**config.mk**
```make
export PLATFORM = sky130hd
export DESIGN_NAME = vpwc_codec
export DESIGN_NICKNAME = d
export VERILOG_FILES = /design/src/core/vpwc_pkg.sv /design/src/core/vpwc_codec.sv
export SDC_FILE = /design/constraint.sdc
export NUM_CORES = 1
export LEC_CHECK = 0
export BUFFER_PORTS_ARGS = -buffer_cell sky130_fd_sc_hd__buf_2
export CAP_MARGIN = 20
export CORE_ASPECT_RATIO = 0.5
export CORE_MARGIN = 3
export CORE_UTILIZATION = 40
export DETAILED_ROUTE_END_ITERATION = 6
export PLACE_DENSITY = 0.69
export SLEW_MARGIN = 20
export SYNTH_ARGS = -nofsm -noshare
export SYNTH_HDL_FRONTEND = slang
export SYNTH_SLANG_ARGS = --single-unit
export TNS_END_PERCENT = 1
```
**constraint.sdc**
```tcl
create_clock -name sys_clk_in -period 3.9 [get_ports sys_clk_in]
set_input_delay 0.585 -clock sys_clk_in [delete_from_list [all_inputs] [get_ports sys_clk_in]]
set_output_delay 0.585 -clock sys_clk_in [all_outputs]
set_load 0.02 [all_outputs]
```
**src/core/vpwc_pkg.sv**
```systemverilog
// vpwc_pkg: constants, register map and types for the pulse-width bus codec
// assumes a 125 MHz system clock and a 1 us symbol timing base
package vpwc_pkg;
	// ------------------------------------------------------------
	// timing base
	// ------------------------------------------------------------
	localparam int CLK_NS   = 8;
	localparam int TICK_NS  = 1000;
	localparam int TICK_CYC = TICK_NS / CLK_NS;
	// ------------------------------------------------------------
	// pulse-width thresholds, in timing-base counts
	// ------------------------------------------------------------
	localparam logic [9:0] T_IGN_MAX  = 10'h007;
	localparam logic [3:0] FILT_LAST  = 4'h7;
	localparam logic [9:0] T_INV_MAX  = 10'h022;
	localparam logic [9:0] T1_MAX     = 10'h060;
	localparam logic [9:0] T2_MAX     = 10'h0A3;
	localparam logic [9:0] T3_MAX     = 10'h0EF;
	localparam logic [9:0] T1_NOM     = 10'h040;
	localparam logic [9:0] T2_NOM     = 10'h080;
	localparam logic [9:0] T3_NOM     = 10'h0C8;
	localparam logic [9:0] T4_NOM     = 10'h118;
	localparam logic [9:0] T6_NOM     = 10'h12C;
	localparam logic [9:0] SYNC_MAX   = 10'h060;
	localparam logic [9:0] TMR_MAX    = 10'h3FF;
	// ------------------------------------------------------------
	// register map (byte addresses) and fields
	// ------------------------------------------------------------
	localparam logic [7:0] A_CTRL     = 8'h00;
	localparam logic [7:0] A_STATUS   = 8'h04;
	localparam logic [7:0] A_TRANSMIT_BYTE_REGISTER   = 8'h08;
	localparam logic [7:0] A_TRANSMIT_OPCODE_REGISTER     = 8'h0C;
	localparam logic [7:0] A_RECEIVE_BYTE_REGISTER   = 8'h10;
	localparam logic [7:0] A_FILTER   = 8'h14;
	localparam int CTRL_EN   = 0;
	localparam int CTRL_INV  = 1;
	localparam int CTRL_DLY  = 2;
	localparam int CTRL_LAM  = 7;
	localparam int STAT_IBD  = 2;
	localparam int STAT_LOST = 3;
	localparam logic [1:0] OP_MSG  = 2'h1;
	localparam logic [1:0] OP_LAST = 2'h2;
	localparam logic [7:0] CRC_POLY = 8'h1D;
	localparam logic [7:0] CRC_INIT = 8'hFF;
	// ------------------------------------------------------------
	// types
	// ------------------------------------------------------------
	typedef enum logic [1:0] {
		E_IDLE = 2'b00,
		E_WAIT = 2'b01,
		E_ECHO = 2'b11,
		E_TIME = 2'b10
	} vpwc_enc_t;
	typedef enum logic [2:0] {
		C_INV  = 3'h0,
		C_T1   = 3'h1,
		C_T2   = 3'h2,
		C_T3   = 3'h3,
		C_LONG = 3'h4
	} vpwc_cls_t;
endpackage

```
**src/core/vpwc_codec.sv**
```systemverilog
// vpwc_codec: pulse-width serial bus symbol encoder/decoder with APB registers
// assumes an external transceiver echoes bus_drive_output_out back on the input pin
//
// Implementation choices: the register addresses and the APB interface to the registers.
`timescale 1ns/100ps
`default_nettype none
module vpwc_codec
	import vpwc_pkg::*;
#(
	parameter int TICK_DIV = TICK_CYC
) (
	// clock, reset, enable
	input  wire logic        sys_clk_in,
	input  wire logic        rstn_in,
	input  wire logic        ce_in,
	// apb slave
	input  wire logic        psel_in,
	input  wire logic        penable_in,
	input  wire logic        pwrite_in,
	input  wire logic [7:0]  paddr_in,
	input  wire logic [31:0] pwdata_in,
	output logic      [31:0] prdata_out,
	output logic             pready_out,
	output logic             pslverr_out,
	// transceiver pins
	input  wire logic        bus_receive_input_in,
	output logic             bus_drive_output_out
);
	// ------------------------------------------------------------
	// checks and helpers
	// ------------------------------------------------------------
	if (TICK_DIV < 1 || TICK_DIV > 256) begin : g_chk
		$error("vpwc_codec: TICK_DIV must be 1 to 256");
	end
	localparam logic [7:0] TICK_LAST = 8'(TICK_DIV - 1);
	localparam logic [9:0] FILT_DLY  = {6'h00, FILT_LAST} + 10'h001; // ticks an echo spends in the filter

	function automatic logic [7:0] vpwc_crc8(input logic [7:0] c, input logic [7:0] d);
		logic [7:0] r;
		r = c;
		for (int i = 7; i >= 0; i--) begin
			r = (r[7] ^ d[i]) ? ({r[6:0], 1'b0} ^ CRC_POLY) : {r[6:0], 1'b0};
		end
		return r;
	endfunction
	function automatic vpwc_cls_t vpwc_classify(input logic [9:0] d);
		if (d <= T_INV_MAX) return C_INV;
		if (d <= T1_MAX) return C_T1;
		if (d <= T2_MAX) return C_T2;
		if (d <= T3_MAX) return C_T3;
		return C_LONG;
	endfunction
	// ------------------------------------------------------------
	// state
	// ------------------------------------------------------------
	typedef struct packed {
		logic        sync1, sync2, rx_lvl, in_frame, suppress, gap_ok, own, first_seen;
		logic [7:0]  tick_cnt, rx_shift, rx_byte;
		logic [3:0]  filt_cnt, rx_bits;
		logic [9:0]  rx_timer, sym_len;
		logic [4:0]  frame_idx, loop_delay_field;
		logic        rx_full, invalid_bit_error_flag, lost, enable, invert, lamask;
		logic [7:0]  transmit_byte_register, tx_shift, crc;
		logic        pending, pend_last, tx_ready, is_sof, last, is_crc, sym_lvl, pbit, pbit_vld, drive;
		vpwc_enc_t   enc;
		logic [2:0]  bit_idx;
		logic [31:0] filter, prdata;
		logic        pready, pslverr;
	} vpwc_state_t;
	vpwc_state_t st;
	vpwc_state_t next_st;
	logic        raw_lvl, tick, edge_ev, ev_inv, ev_eof, got_bit, dbit, byte_done;
	logic        permit, lose, acc, wr, rd, sym_end, start, hit;
	logic [7:0]  bv, ns;
	logic [4:0]  fidx;
	logic [9:0]  target;
	logic [2:0]  ni;
	logic [31:0] rv;
	vpwc_cls_t   cls;
	// ------------------------------------------------------------
	// next-state logic
	// ------------------------------------------------------------
	always_comb begin
		next_st = st;
		// input pin: two flops, then polarity
		next_st.sync1 = bus_receive_input_in;
		next_st.sync2 = st.sync1;
		raw_lvl = st.sync2 ^ st.invert;
		tick = (st.tick_cnt == TICK_LAST);
		next_st.tick_cnt = tick ? 8'h00 : st.tick_cnt + 8'h01;
		edge_ev = 1'b0;
		// filter: a level must hold past the ignored width to count
		if (tick) begin
			if (st.rx_timer != TMR_MAX)
				next_st.rx_timer = st.rx_timer + 10'h001;
			if (raw_lvl != st.rx_lvl) begin
				next_st.filt_cnt = st.filt_cnt + 4'h1;
				if (st.filt_cnt == FILT_LAST) begin
					edge_ev = 1'b1;
					next_st.rx_lvl = raw_lvl;
					next_st.rx_timer = 10'h000;
					next_st.filt_cnt = 4'h0;
				end
			end else begin
				next_st.filt_cnt = 4'h0;
			end
		end
		// ------------------------------------------------------------
		// decoder
		// ------------------------------------------------------------
		cls = vpwc_classify(st.rx_timer);
		dbit = st.rx_lvl ? (cls == C_T1) : (cls == C_T2);
		ev_inv = 1'b0;
		got_bit = 1'b0;
		byte_done = 1'b0;
		if (edge_ev) begin
			next_st.gap_ok = !st.rx_lvl && (cls == C_LONG);
			case (cls)
				C_INV: begin
					ev_inv = 1'b1;
				end
				C_T1, C_T2: begin
					got_bit = st.in_frame;
				end
				C_T3: begin
					next_st.rx_bits = 4'h0;
					if (st.rx_lvl) begin
						next_st.in_frame = 1'b1;
						next_st.first_seen = 1'b0;
					end
				end
				default: begin
					if (st.rx_lvl)
						next_st.in_frame = 1'b0;
				end
			endcase
		end
		bv = {st.rx_shift[6:0], dbit};
		fidx = st.first_seen ? st.frame_idx : bv[7:3];
		permit = !st.own || st.filter[fidx];
		if (got_bit) begin
			next_st.rx_shift = bv;
			next_st.rx_bits = st.rx_bits + 4'h1;
			if (st.rx_bits == 4'h7) begin
				byte_done = 1'b1;
				next_st.rx_bits = 4'h0;
				next_st.first_seen = 1'b1;
				next_st.frame_idx = fidx;
			end
		end
		// passive beyond the longest Tv3 is an end of frame
		ev_eof = tick && !st.rx_lvl && !edge_ev && (st.rx_timer == T3_MAX);
		if (ev_eof) begin
			next_st.in_frame = 1'b0;
			next_st.suppress = 1'b0;
			next_st.own = 1'b0;
		end
		if (ev_inv) begin
			next_st.suppress = 1'b1;
			next_st.rx_bits = 4'h0;
		end
		// ------------------------------------------------------------
		// apb slave, one wait state
		// ------------------------------------------------------------
		acc = psel_in && penable_in && st.pready;
		wr = acc && pwrite_in;
		rd = acc && !pwrite_in;
		hit = 1'b1;
		case (paddr_in)
			A_CTRL:   rv = {24'h000000, st.lamask, st.loop_delay_field, st.invert, st.enable};
			A_STATUS: rv = {26'h0000000, st.in_frame, (st.enc != E_IDLE),
			                st.lost, st.invalid_bit_error_flag, st.rx_full, st.tx_ready};
			A_TRANSMIT_BYTE_REGISTER: rv = {24'h000000, st.transmit_byte_register};
			A_TRANSMIT_OPCODE_REGISTER:   rv = {30'h00000000, st.pend_last, st.pending};
			A_RECEIVE_BYTE_REGISTER: rv = {24'h000000, st.rx_byte};
			A_FILTER: rv = st.filter;
			default: begin
				rv = 32'h00000000;
				hit = 1'b0;
			end
		endcase
		next_st.pready = psel_in && penable_in && !st.pready;
		if (psel_in && penable_in && !st.pready) begin
			next_st.prdata = pwrite_in ? 32'h00000000 : rv;
			next_st.pslverr = !hit;
		end else if (!psel_in) begin
			next_st.pslverr = 1'b0;
		end
		// software clears first, so a hardware set in the same cycle wins
		if (wr && paddr_in == A_STATUS) begin
			if (pwdata_in[STAT_IBD])
				next_st.invalid_bit_error_flag = 1'b0;
			if (pwdata_in[STAT_LOST])
				next_st.lost = 1'b0;
		end
		if (rd && paddr_in == A_RECEIVE_BYTE_REGISTER)
			next_st.rx_full = 1'b0;
		if (wr && paddr_in == A_CTRL) begin
			next_st.enable = pwdata_in[CTRL_EN];
			next_st.invert = pwdata_in[CTRL_INV];
			next_st.loop_delay_field = pwdata_in[CTRL_DLY +: 5];
			next_st.lamask = pwdata_in[CTRL_LAM];
		end
		if (wr && paddr_in == A_TRANSMIT_BYTE_REGISTER)
			next_st.transmit_byte_register = pwdata_in[7:0];
		if (wr && paddr_in == A_FILTER)
			next_st.filter = pwdata_in;
		if (ev_inv)
			next_st.invalid_bit_error_flag = 1'b1;
		if (byte_done && permit && !st.suppress) begin
			next_st.rx_byte = bv;
			next_st.rx_full = 1'b1;
		end
		// ------------------------------------------------------------
		// encoder
		// ------------------------------------------------------------
		// echo lags by loop delay plus filter length, so end early by both
		target = (st.sym_len > {5'h00, st.loop_delay_field} + FILT_DLY)
			? st.sym_len - {5'h00, st.loop_delay_field} - FILT_DLY : 10'h001;
		sym_end = (st.enc == E_TIME) && (st.rx_timer >= target);
		// no start in the cycle an invalid bit aborts, nor while disabled
		start = !ev_inv && st.enable
			&& ((!st.rx_lvl && !st.in_frame && st.rx_timer >= T6_NOM)
			|| (st.rx_lvl && st.gap_ok && st.rx_timer <= SYNC_MAX));
		lose = 1'b0;
		ni = 3'h7;
		ns = st.tx_shift;
		case (st.enc)
			E_IDLE: begin
				if (st.pending && st.enable)
					next_st.enc = E_WAIT;
			end
			E_WAIT: begin
				if (start) begin
					next_st.tx_shift = st.transmit_byte_register;
					next_st.crc = vpwc_crc8(CRC_INIT, st.transmit_byte_register);
					next_st.last = st.pend_last;
					next_st.pending = 1'b0;
					next_st.tx_ready = 1'b1;
					next_st.is_crc = 1'b0;
					next_st.own = 1'b1;
					next_st.is_sof = 1'b1;
					next_st.pbit_vld = 1'b0;
					next_st.sym_lvl = 1'b1;
					next_st.sym_len = T3_NOM;
					next_st.drive = 1'b1;
					next_st.enc = E_ECHO;
				end
			end
			E_ECHO: begin
				// a winning zero from another node shows as a longer active pulse
				if (edge_ev && st.rx_lvl && !st.sym_lvl && st.pbit_vld
						&& dbit != st.pbit)
					lose = 1'b1;
				else if (st.rx_lvl == st.sym_lvl)
					next_st.enc = E_TIME;
			end
			E_TIME: begin
				if (edge_ev && !st.sym_lvl) begin
					lose = 1'b1;
				end else if (sym_end) begin
					next_st.pbit = st.tx_shift[st.bit_idx];
					next_st.pbit_vld = !st.is_sof;
					next_st.is_sof = 1'b0;
					if (st.is_sof) begin
						ni = 3'h7;
					end else if (st.bit_idx != 3'h0) begin
						ni = st.bit_idx - 3'h1;
					end else if (!st.is_crc && !st.last && st.pending) begin
						ns = st.transmit_byte_register;
						next_st.crc = vpwc_crc8(st.crc, st.transmit_byte_register);
						next_st.last = st.pend_last;
						next_st.pending = 1'b0;
						next_st.tx_ready = 1'b1;
					end else if (!st.is_crc) begin
						// an underrun ends the frame with the CRC as well
						ns = ~st.crc;
						next_st.is_crc = 1'b1;
					end
					if (!st.is_sof && st.bit_idx == 3'h0 && st.is_crc) begin
						// passive from here on forms the end of data
						next_st.drive = 1'b0;
						next_st.enc = E_IDLE;
					end else begin
						next_st.tx_shift = ns;
						next_st.bit_idx = ni;
						next_st.sym_lvl = ~ni[0];
						next_st.sym_len = (ns[ni] != ~ni[0]) ? T2_NOM : T1_NOM;
						next_st.drive = ~ni[0];
						next_st.enc = E_ECHO;
					end
				end
			end
			default: begin
				next_st.enc = E_IDLE;
			end
		endcase
		if (lose) begin
			next_st.lost = 1'b1;
			next_st.drive = 1'b0;
			next_st.enc = E_IDLE;
		end
		if ((ev_inv || !st.enable) && (st.enc == E_ECHO || st.enc == E_TIME)) begin
			next_st.drive = 1'b0;
			next_st.enc = E_IDLE;
		end
		// a new opcode joins the frame in flight, or queues behind it once that frame's last byte or CRC is under way
		if (wr && paddr_in == A_TRANSMIT_OPCODE_REGISTER
				&& (pwdata_in[1:0] == OP_MSG || pwdata_in[1:0] == OP_LAST)) begin
			next_st.pending = 1'b1;
			next_st.pend_last = (pwdata_in[1:0] == OP_LAST);
			next_st.tx_ready = 1'b0;
		end
	end

	// ------------------------------------------------------------
	// state register
	// ------------------------------------------------------------
	always_ff @(posedge sys_clk_in or negedge rstn_in) begin
		if (!rstn_in) begin
			st <= '0;
			st.tx_ready <= 1'b1;
			st.rx_timer <= TMR_MAX;
		end else if (ce_in) begin
			st <= next_st;
		end
	end

	assign prdata_out = st.prdata;
	assign pready_out = st.pready;
	assign pslverr_out = st.pslverr;
	assign bus_drive_output_out = st.drive;
endmodule // vpwc_codec
`default_nettype wire

```
## Yosys cells after proc, flatten, opt, wreduce, memory -nomap -nowiden

Index checks and enable logic that the tools add are counted.

| word-level totals | value |
|---|---|
| register bits after elaboration | 180 |
| output and inout bits | 35 |

| operators by class | value |
|---|---|
| bitwise operators | 35 |
| magnitude comparators | 10 |
| add/subtract/negate cells | 8 |
| equal/unequal tests | 45 |
| multiplexer cells | 141 |
| reduce and logical (&&, ||, !) cells | 104 |

Operators by type and width:

| kind | count |
|---|---|
| 32-bit one-hot mux with 6 select lines | 1 |
| 5-bit 2-to-1 mux | 18 |
| 10-bit 2-to-1 mux | 8 |
| 8-bit 2-to-1 mux | 10 |
| 4-bit NOT | 15 |
| 3-bit 2-to-1 mux | 18 |
| 1-bit 2-to-1 mux | 52 |
| 17-bit 2-to-1 mux | 3 |
| 1-bit logical AND | 36 |
| 17-bit one-hot mux with 2 select lines | 1 |
| 32-bit 2-to-1 mux | 1 |
| 4-bit 2-to-1 mux | 8 |
| 9-bit 2-to-1 mux | 3 |
| 13-bit 2-to-1 mux | 2 |
| 2-bit AND reduction | 12 |
| 8-bit AND reduction | 3 |
| 10-bit by 8-bit less-or-equal comparator with 1-bit output, second input constant | 2 |
| 10-bit one-hot mux with 2 select lines | 1 |
| 2-bit nonzero test | 10 |
| 8-bit by 4-bit == test with 1-bit output, second input constant | 2 |
| 8-bit by 5-bit == test with 1-bit output, second input constant | 2 |
| 4-bit by 3-bit inequality test with 1-bit output, second input constant | 4 |
| 5-bit AND reduction | 3 |
| 1-bit logical NOT | 14 |
| other kinds (56) | 114 |

## Longest topological paths before layout

Gate-level depths: netlist of the first run.

| depth | value |
|---|---|
| depth in word-level cells | 23 |
| depth in mapped cells | 18 |

## Worst setup path after synthesis of the first run

No wires, ideal clock.

| timing | value |
|---|---|
| path type | reg-to-reg |
| from | register st[114] (netlist bit) |
| to | register st[76] (netlist bit) |
| data required time | 3.775 ns |
| cell stages (with the launch flop) | 16 |
| arrival | 3.665 ns |
| path buffers | 1 |
| path slack | 0.110 ns |
| cells stage by stage | dfrtp_1 > ha_1 > nor3b_1 > or4b_2 > nor3_1 > o21ai_0 > and2_1 > ha_1 > nand2_1 > a211o_1 > nor3_1 > o21a_2 > nor3b_4 > nand2_2 > buf_6 > mux2_4 |

| on the way | value |
|---|---|
| longest elaborated chain between the ends | 7 |
| elaborated cells between the ends (all ways) | 9 |
| classes of those cells | add/sub (3); order compare (2); eq/ne (1); mux (1); reduce/logical (2) |

RTL lines:

| what | RTL line | source |
|---|---|---|
| start: declaration | vpwc_codec.sv:70 | `vpwc_state_t st;` |
| start signal: assignment | vpwc_codec.sv:325 | `st <= next_st;` |
| 10-bit by 5-bit subtractor with 10-bit output or 5-bit by 4-bit adder with 6-bit output (tied branches) | vpwc_codec.sv:219, vpwc_codec.sv:218 |  |
| 10-bit by 4-bit subtractor with 10-bit output or 10-bit by 6-bit greater-than comparator with 1-bit output (tied branches) | vpwc_codec.sv:219, vpwc_codec.sv:218 |  |
| 10-bit 2-to-1 mux * | vpwc_codec.sv:219 | `? st.sym_len - {5'h00, st.loop_delay_field} - FILT_DLY : 10'h001;` |
| 10-bit >= comparator * | vpwc_codec.sv:220 | `sym_end = (st.enc == E_TIME) && (st.rx_timer >= target);` |
| 1-bit logical AND * | vpwc_codec.sv:220 |  |
| 2-bit inequality test (no source line) * | - |  |
| 8-bit AND reduction (no source line) * | - |  |

Every way passes the cells marked *; elsewhere a longest branch is shown, timed or not.
A chain may end at the register's enable or synchronous reset.

## Worst setup path after layout of the first run

| timing | value |
|---|---|
| from | register st[111] (netlist bit) |
| to | register st[67] (netlist bit) |

| on the way | value |
|---|---|
| longest elaborated chain between the ends | 6 |
| elaborated cells between the ends (all ways) | 8 |
| classes of those cells | add/sub (3); order compare (2); mux (1); reduce/logical (2) |

RTL lines:

| what | RTL line |
|---|---|
| 10-bit by 5-bit subtractor with 10-bit output or 5-bit by 4-bit adder with 6-bit output (tied branches) | vpwc_codec.sv:219, vpwc_codec.sv:218 |
| 10-bit by 4-bit subtractor with 10-bit output or 10-bit by 6-bit greater-than comparator with 1-bit output (tied branches) | vpwc_codec.sv:219, vpwc_codec.sv:218 |
| 10-bit 2-to-1 mux * | vpwc_codec.sv:219 |
| 10-bit >= comparator * | vpwc_codec.sv:220 |
| 1-bit logical AND * | vpwc_codec.sv:220 |
| 5-bit AND reduction (no source line) * | - |

Marked as above.

==> flow_summary.toml, run 1 <==
[pwr]
clockPowerShare_pct = 43.7
intPower_mw = 2.99
pwr-share-seq_pct = 47.9
p_switching_mw = 1.05
cellLeakagePower_nw = 5.46
switching_share_pct = 26.1
p_comb_share_pct = 8.4
power.density_nw_per_um2 = 362
ir_worst_vdd_mv = 0.253

[routing]
drc_errors = 0
firstDrtPassIters = 5
routedWlPerCell_um = 18.1
drt_iter0_drc = 625
num_vias = 7523
vias_per_cell = 5.60
ant_nets = 0
wl_um = 24300

[logic_synthesis]
seq_area_frac_synth_pct = 44.0
syn-cell-area_um2 = 9870
syn_inst = 947
yosysWarnings = 0
yosys-top-cells-count = "dfrtp_1 (162), nand2_1 (101), mux2_2 (67)"
synthDistinctLibCells = 78
yosys.area.top_type = "dfrtp_1"
synth-seq-cells = 173
async_flop_share_pct = 100
ys.flop_type = "dfrtp_1"
synth.most_common_cell = "dfrtp_1"
ys_top_cells_by_area = "dfrtp_1 (41%), mux2_2 (7.6%), nand2_1 (3.8%)"
synth_nets = 1020
netlist.area_leader.share_pct = 41.1
synth-edff-count = 0
syn-mean-instance-area_um2 = 10.4

[clock_network]
clk_pin_slew_worst_paths_ns = 0.07
cts_sinks = 173
h-tree-depth = 4
cts_root_buf = "clkbuf_16"
cts_tree = "done"
ctsHoldBuffers = 0
clockBufferDepth = 2
clock_latency_ns = 0.44
cts_buffers = 17

[timing]
fin_crit_sh_pct = 96.4
skew_ns = 0.0100
fmax_mhz = 266
drv_slew = 0
maxSlewHeadroom_pct = 38.3
hold_viol_final = 0
worst_pin_slew_ns = 0.925
min_period_ns = 3.76
setup_viol = 0
timing.hold.ws_ns = 0.231

[floorplanning]
coreArea_um2 = 23500
ios = 82
start_util_pct = 41.9
die_area_um2 = 26700
die_y_um = 117
die_w_um = 228
num_rows = 39

[grt]
grt_pass1_vias = 7411
grt_pass1_wl_um = 39100
track_usage_pct = 18.4
grt_overflow = 0
grt_start_max_net_pins = 96
antenna_found_initial = 0

[placement]
gp_congestion = 0.894
place_area_um2 = 10500
portBuffers = 81
dp_hpwl_um = 17400

[layout]
nets = 1075
antenna_cells = 0
area_growth_pct = 13.4
drive_gt1_share_pct = 26.1
stdcell_area_um2 = 11200
fin_util_pct = 47.5

[setup_path]
worst-path-max-fanout = 17
crit_type = "flop to flop"
cp-end-kind = "flop"
cp_data_required_time_ns = 4.21
arrival_ns = 4.07
startpoint_type = "flop"
reg2regPathDepth = 16

[outcome]
outcome = "finished, final reports clean"

[job]
cap_violations = 0

[worst_hold_path]
hold_path_class = "input pin to asynchronous set/reset pin"
power by group through the flow:
stage               logic, mW  clock network (mW)  registers (mW)
finish                  0.339                1.77            1.94
global route            0.379                1.88            1.95
CTS                     0.337                1.79            1.93
detailed placement      0.334                   0            1.96
global placement        0.322                   0            1.96
floorplan               0.185                   0            1.95
repair_timing:
| item | in CTS | in global routing |
|---|---|---|
| resized for setup | 6 | 8 |
| gates cloned | 1 | 0 |
| buffers inserted | 0 | 5 |
| pin swaps | 0 | 2 |
| setup endpoints to repair | 18 | 32 |
final cells by class:
class                   instances  area [um2]
clock buffers                  19         453
well taps                     328         410
flip-flops and latches        173        4340
clock inverters                13         154
repair buffers                114         679
fillers                      2137       12300
inverters                      30         113
multi-input cells             666        5030
through the flow:
step	cells	power, mW	setup slack, ns	TNS (ns)
CTS	1338	4.06	-0.00326	-0.00326
floorplan	947	2.14	0.110	0
finish	1343	4.05	0.140	0
global route	1343	4.20	-0.00257	-0.00593
global placement	1305	2.28	0.00903	0
detailed placement	1305	2.30	-0.147	-1.23
cell usage in the layout, fill, tap and decap left out, types with 12 or more instances in the layout:
| master | count |
|---|---|
| inv_1 | 29 |
| ha_1 | 26 |
| buf_2 | 80 |
| buf_4 | 30 |
| xnor2_1 | 33 |
| clkbuf_16 | 17 |
| a21oi_1 | 38 |
| nand3_1 | 12 |
| nor3_1 | 17 |
| o21ai_0 | 47 |
| a21o_1 | 13 |
| dfrtp_1 | 162 |
| mux2i_1 | 23 |
| a22o_1 | 30 |
| mux2_2 | 67 |
| xor2_1 | 20 |
| nor2_1 | 57 |
| nand2_1 | 101 |
| a211oi_1 | 15 |
layer usage:
metal,global-route usage (%),wire [um]
met5,0,0
met3,3.46,1290
met1,25.2,11100
met2,29.7,11400
met4,6.68,522
sequential cells by signal, indices dropped and copies added, names as in the netlist:
register	count
pslverr_out	1
pready_out	1
st	130
next_st	1
bus_drive_output_out	1
bv	7
prdata_out	32
critical path: stages, from the launching register on:
cell	delay [ns]
dfrtp_1	0.36
inv_1	0.06
ha_1	0.21
nor3b_1	0.16
or4b_4	0.51
nor3_4	0.23
o21ai_2	0.09
and2_1	0.16
ha_1	0.29
nand2_1	0.10
or3_1	0.38
o211ai_1	0.13
o21a_2	0.21
nand4b_1	0.18
buf_4	0.26
nor3_1	0.27
a21oi_2	0.05
cells by family (layout without fill, tap and decap cells):
group           count (synthesis)  after routing  synth area share, %
fa+ha+maj                      26             26                 3.30
compound gates                210            210                 15.0
buf+inv                       109            176                 5.68
xor+xnor                       59             59                 6.11
flops                         173            173                 44.0
mux                           105            105                 12.7
simple gates                  265            266                 13.2
final timing paths:
check / startpoint / end / slack [ns]
worst min register to register: st[78]$_DFFE_PN1P_ / st[78]$_DFFE_PN1P_ / 0.47
worst max-delay path: st[111]$_DFFE_PN0P_ / st[67]$_DFFE_PN0P_ / 0.14
worst max register to register: st[111]$_DFFE_PN0P_ / st[67]$_DFFE_PN0P_ / 0.14
worst min-delay path: rstn_in / st[96]$_DFFE_PN0P_ / 0.23
max in group asynchronous: rstn_in / st[136]$_DFFE_PN1P_ / 2.71
min in group sys_clk_in: pwdata_in[31] / st[65]$_DFFE_PN0P_ / 0.38
(Power assumes the default switching activity.)
==> run 2, diff against run 1 <==
==> constraint.sdc (replaced) <==
create_clock -name sys_clk_in -period 3.9 [get_ports sys_clk_in]
set_input_delay 0.39 -clock sys_clk_in [delete_from_list [all_inputs] [get_ports sys_clk_in]]
set_output_delay 0.39 -clock sys_clk_in [all_outputs]
set_load 0.02 [all_outputs]
==> run 2 against run 1 <==
Effect of this change: first-iteration DRC count rose by 3.4%; non-clock buffer count fell by 1; utilization fell by 0.20 points; largest power group unchanged; register-to-register slack improved by 0.02 ns; combinational power barely moved.
==> flow_summary.toml, run 2 (synthesized netlist as in run 1, its figures left out) <==
[routing]
drt_iter0_drc = 646
firstDrtPassIters = 5
drc_errors = 0
routedWlPerCell_um = 18.0
vias_per_cell = 5.60
ant_nets = 0
wl_um = 24100
num_vias = 7514

[layout]
layout_common_cells = "dfrtp_1 (162), nand2_1 (101), buf_2 (80)"
drive_gt1_share_pct = 25.9
regMostFlops = "st"
final_common_cell = "dfrtp_1"
area_growth_pct = 12.9
fin_util_pct = 47.3
fin_cells = 1342
fill_cells = 2146
antenna_cells = 0
largest_reg_flops = 130
nets = 1074

[setup_path]
slowest_delay_ns = 0.51
cp-end-kind = "flop"
startpoint_type = "flop"
crit_type = "flop to flop"
worst-path-max-fanout = 6
crit_path_frequent_cell = "ha_1"
crit_chain = "ha_1, nor3b_1, or4b_4, nor3_4, o21ai_1, and2_1, ha_1, nand2_1, or3_1, o211ai_1, o21a_2, nor3b_4, nand2_4, mux2_4"
arrival_ns = 4.05
cp_data_required_time_ns = 4.21
cpMaxStageDelayCell = "or4b_4"
reg2reg_slack_ns = 0.16

[pwr]
p_comb_share_pct = 8.5
ir_worst_vdd_mv = 0.253
pwr-share-seq_pct = 48.5
intPower_mw = 2.95
cellLeakagePower_nw = 5.43
p_switching_mw = 1.05
switching_share_pct = 26.2
power.density_nw_per_um2 = 359
clockPowerShare_pct = 43.0
total_power_mw = 3.99

[clock_network]
ctsHoldBuffers = 0
clockBufferDepth = 2
cts_buffers = 17
cts_sinks = 173
cts_tree = "done"
clk_pin_slew_worst_paths_ns = 0.07
clock_latency_ns = 0.43
h-tree-depth = 4
cts_root_buf = "clkbuf_16"

[placement]
dp.cells = 1304
gp_congestion = 0.899
portBuffers = 81
dp_hpwl_um = 17500
dp_slack_ns = -0.0957

[grt]
use_met2_pct = 29.8
antenna_found_initial = 0
track_usage_pct = 18.4
grt.met1_usage_pct = 25.2
met3_usage_pct = 4.21
grt_pass1_vias = 7398
grt_start_max_net_pins = 93
grt_overflow = 0
busiest_layer = "met2"
grt_pass1_wl_um = 39100

[worst_hold_path]
hold_path_class = "input pin to asynchronous set/reset pin"

[timing]
fmax_mhz = 267
rsz0062_at_grt = "no"
worst_pin_slew_ns = 0.901
skew_ns = 0.0121
drv_slew = 0
final.setup.worst_slack_ns = 0.160
fin_crit_sh_pct = 95.9
maxSlewHeadroom_pct = 40.0
setup_viol = 0
min_period_ns = 3.74
hold_viol_final = 0
timing.hold.ws_ns = 0.0163

[floorplanning]
ios = 82
num_rows = 39
coreArea_um2 = 23500
die_y_um = 117
start_util_pct = 41.9
die_area_um2 = 26700
die_w_um = 228

[outcome]
outcome = "finished, final reports clean"

[job]
cap_violations = 0
run 2: stage by stage:
stage / setup TNS, ns / instance area (um2)
6_report: 0 / 11100
5_1_grt: 0 / 11100
4_1_cts: 0 / 11100
3_5_place_dp: -0.712 / 10500
3_3_place_gp: 0 / 10500
2_1_floorplan: 0 / 9870
run 2: final timing paths:
| path | from | endpoint | depth (start not counted) |
|---|---|---|---|
| setup reg to reg | st[114]$_DFFE_PN0P_ | st[83]$_DFFE_PN0P_ | 14 |
| max in group asynchronous | rstn_in | st[70]$_DFFE_PN0P_ | 2 |
| setup / recovery | st[114]$_DFFE_PN0P_ | st[83]$_DFFE_PN0P_ | 14 |
| min in group sys_clk_in | pwdata_in[30] | st[64]$_DFFE_PN0P_ | 2 |
| hold / removal | rstn_in | st[166]$_DFFE_PN0P_ | 1 |
| hold reg to reg | prdata_out[2]$_DFFE_PN0P_ | prdata_out[2]$_DFFE_PN0P_ | 1 |
run 2: layout make-up:
cell class	count	area (um2)	share of cell area, %
Multi-Input combinational cell	666	5010	45.0
Sequential cell	173	4340	39.0
Timing Repair Buffer	113	668	6.00
Clock buffer	20	467	4.19
Tap cell	328	410	3.69
Clock inverter	12	126	1.13
Inverter	30	113	1.01
run 2: timing repair:
| action | CTS | global route |
|---|---|---|
| gates cloned | 1 | 0 |
| gates resized for setup | 4 | 6 |
| endpoints found under the setup margin | 11 | 33 |
| pin swaps | 2 | 3 |
| buffers inserted | 1 | 4 |
run 2: metal layers:
metal / part of all wire, % / up-vias
met1: 46 / 3789
met3: 5.9 / 18
li1: - / 3501
met4: 0.90 / 0
met5: 0 / -
met2: 47 / 206
run 2: power groups by stage:
stage | combinational [mW] | clock [mW] | sequential (mW)
6_report | 0.340 | 1.72 | 1.94
3_3_place_gp | 0.322 | 0 | 1.96
5_1_grt | 0.383 | 1.82 | 1.95
2_1_floorplan | 0.185 | 0 | 1.95
3_5_place_dp | 0.332 | 0 | 1.97
4_1_cts | 0.336 | 1.74 | 1.93
run 2: worst max-delay path: cells and delay by family, from the launching register on:
family / cells / cell delay [ns]
and+or+nand+nor: 8 / 1.87
adders and majority gates: 2 / 0.60
AOI/OAI and AO/OA: 3 / 0.41
DFF: 1 / 0.38
muxes: 1 / 0.33
==> run 3, diff against run 2 <==
--- a/config.mk
+++ b/config.mk
@@ -11,7 +11,7 @@
 export CORE_MARGIN = 3
 export CORE_UTILIZATION = 40
 export DETAILED_ROUTE_END_ITERATION = 6
-export PLACE_DENSITY = 0.69
+export PLACE_DENSITY_LB_ADDON = 0.25
 export SLEW_MARGIN = 20
 export SYNTH_ARGS = -nofsm -noshare
 export SYNTH_HDL_FRONTEND = slang
==> constraint.sdc (replaced) <==
create_clock -name sys_clk_in -period 3.04 [get_ports sys_clk_in]
set_input_delay 0.304 -clock sys_clk_in [delete_from_list [all_inputs] [get_ports sys_clk_in]]
set_output_delay 0.304 -clock sys_clk_in [all_outputs]
set_load 0.02 [all_outputs]
==> run 3 against run 2 <==
Effect of this change: the flow now finishes with violations (setup timing); design area increased by 6.3%; highest routed layer unchanged; via count increased by 1.5%; largest power group unchanged; clock power increased by 32%.
==> flow_summary.toml, run 3 (synthesized netlist as in run 1, its figures left out) <==
[outcome]
outcome = "finished, violations left"
violations = "setup timing"

[routing]
ant_nets = 0
num_vias = 7626
firstDrtPassIters = 5
drt_iter0_drc = 710
drc_errors = 0
wl_um = 25300
vias_per_cell = 5.47
routedWlPerCell_um = 18.2

[clock_network]
clk_pin_slew_worst_paths_ns = 0.08
h-tree-depth = 4
clock_latency_ns = 0.44
cts_sinks = 173
clockBufferDepth = 2
cts_root_buf = "clkbuf_16"
cts_buffers = 17
cts_tree = "done"

[timing]
worst_pin_slew_ns = 0.765
drv_slew = 0
final.setup.tns_ns = -17.06
setup_viol = 34
skew_ns = 0.0138
timing.hold.ws_ns = 0.0926
min_period_ns = 3.65
hold_viol_final = 0
maxSlewHeadroom_pct = 48.3
fin_crit_sh_pct = 120
fmax_mhz = 274
final.setup.worst_slack_ns = -0.613
rsz0062_at_grt = "yes"

[layout]
regMostFlops = "st"
fill_cells = 2162
area_growth_pct = 20.0
nets = 1127
antenna_cells = 0
final_common_cell = "dfrtp_1"
layout_common_cells = "dfrtp_1 (162), nand2_1 (96), buf_2 (80)"
fin_util_pct = 50.3
fin_cells = 1395
drive_gt1_share_pct = 32.5
largest_reg_flops = 130

[setup_path]
startpoint_type = "flop"
worst-path-max-fanout = 2
cp_data_required_time_ns = 3.41
arrival_ns = 4.02
crit_type = "flop to flop"
cp-end-kind = "flop"

[grt]
grt_start_max_net_pins = 73
grt.met1_usage_pct = 27.6
grt_pass1_vias = 7461
use_met2_pct = 30.5
busiest_layer = "met2"
met3_usage_pct = 4.13
grt_pass1_wl_um = 41000
track_usage_pct = 19.4
antenna_found_initial = 0
grt_overflow = 0

[pwr]
total_power_mw = 5.24
ir_worst_vdd_mv = 0.323
cellLeakagePower_nw = 5.77
power.density_nw_per_um2 = 443

[placement]
portBuffers = 81
gp_congestion = 0.890
dp_hpwl_um = 18100
dp.cells = 1348

[floorplanning]
die_area_um2 = 26700
ios = 82
die_w_um = 228
die_y_um = 117
start_util_pct = 41.9
num_rows = 39
coreArea_um2 = 23500

[worst_hold_path]
hold_path_class = "input pin to flop"

[job]
cap_violations = 0
## run 3: layout make-up
class | instances | area (um2) | area share, %
timing repair buffer | 166 | 1130 | 9.55
multi-input combinational | 666 | 5230 | 44.1
clock inverter | 15 | 191 | 1.62
inverter | 30 | 113 | 0.951
clock buffer | 17 | 425 | 3.59
tap | 328 | 410 | 3.47
sequential | 173 | 4340 | 36.7
## run 3: stage by stage
| step | area [um2] | worst slack (ns) |
|---|---|---|
| floorplan | 9900 | -0.562 |
| global placement | 10800 | -0.646 |
| finish | 11800 | -0.613 |
| global route | 11800 | -0.698 |
| detailed placement | 10800 | -0.709 |
| CTS | 11700 | -0.560 |
## run 3: report_power, final
group	internal [mW]	switching [mW]	leakage, nW
sequential	2.38	0.105	2.29
combinational	0.214	0.274	3.17
clock	1.19	1.08	0.297
## run 3: critical path: stages (launching register included)
cell	delay, ns
dfrtp_1	0.41
ha_4	0.28
nor3b_2	0.04
or4b_4	0.54
nand2_2	0.09
nand2_1	0.07
ha_1	0.27
nand2b_4	0.15
a2111oi_4	0.39
buf_4	0.18
nor3_2	0.05
o21a_2	0.24
buf_6	0.13
buf_4	0.14
buf_4	0.13
a41o_1	0.21
nor2_2	0.13
a32o_1	0.14
## run 3: what timing repair did
action | 4_1_cts | 5_1_grt
setup endpoints to repair | 34 | 43
endpoints found under the hold margin | 60 | 0
hold buffers | 1 | 0
pin swaps | 19 | 4
cloned | 2 | 0
resized for setup | 37 | 18
buffers inserted | 11 | 2
## run 3: final timing paths
path	from	to	slack [ns]	depth (start not counted)
worst max-delay path	st[114]$_DFFE_PN0P_	st[69]$_DFFE_PN0P_	-0.61	17
worst max register to register	st[114]$_DFFE_PN0P_	st[69]$_DFFE_PN0P_	-0.61	17
worst min register to register	prdata_out[2]$_DFFE_PN0P_	prdata_out[2]$_DFFE_PN0P_	0.48	1
worst min-delay path	pwdata_in[30]	st[64]$_DFFE_PN0P_	0.09	2
max in group asynchronous	rstn_in	st[78]$_DFFE_PN1P_	1.80	3
min in group asynchronous	rstn_in	st[68]$_DFFE_PN0P_	0.47	2
## run 3: routing by layer
metal | share of wire [%] | routed length (um)
met5 | 0 | 0
met4 | 1.4 | 347
met3 | 5.1 | 1300
met2 | 45 | 11500
met1 | 48 | 12200
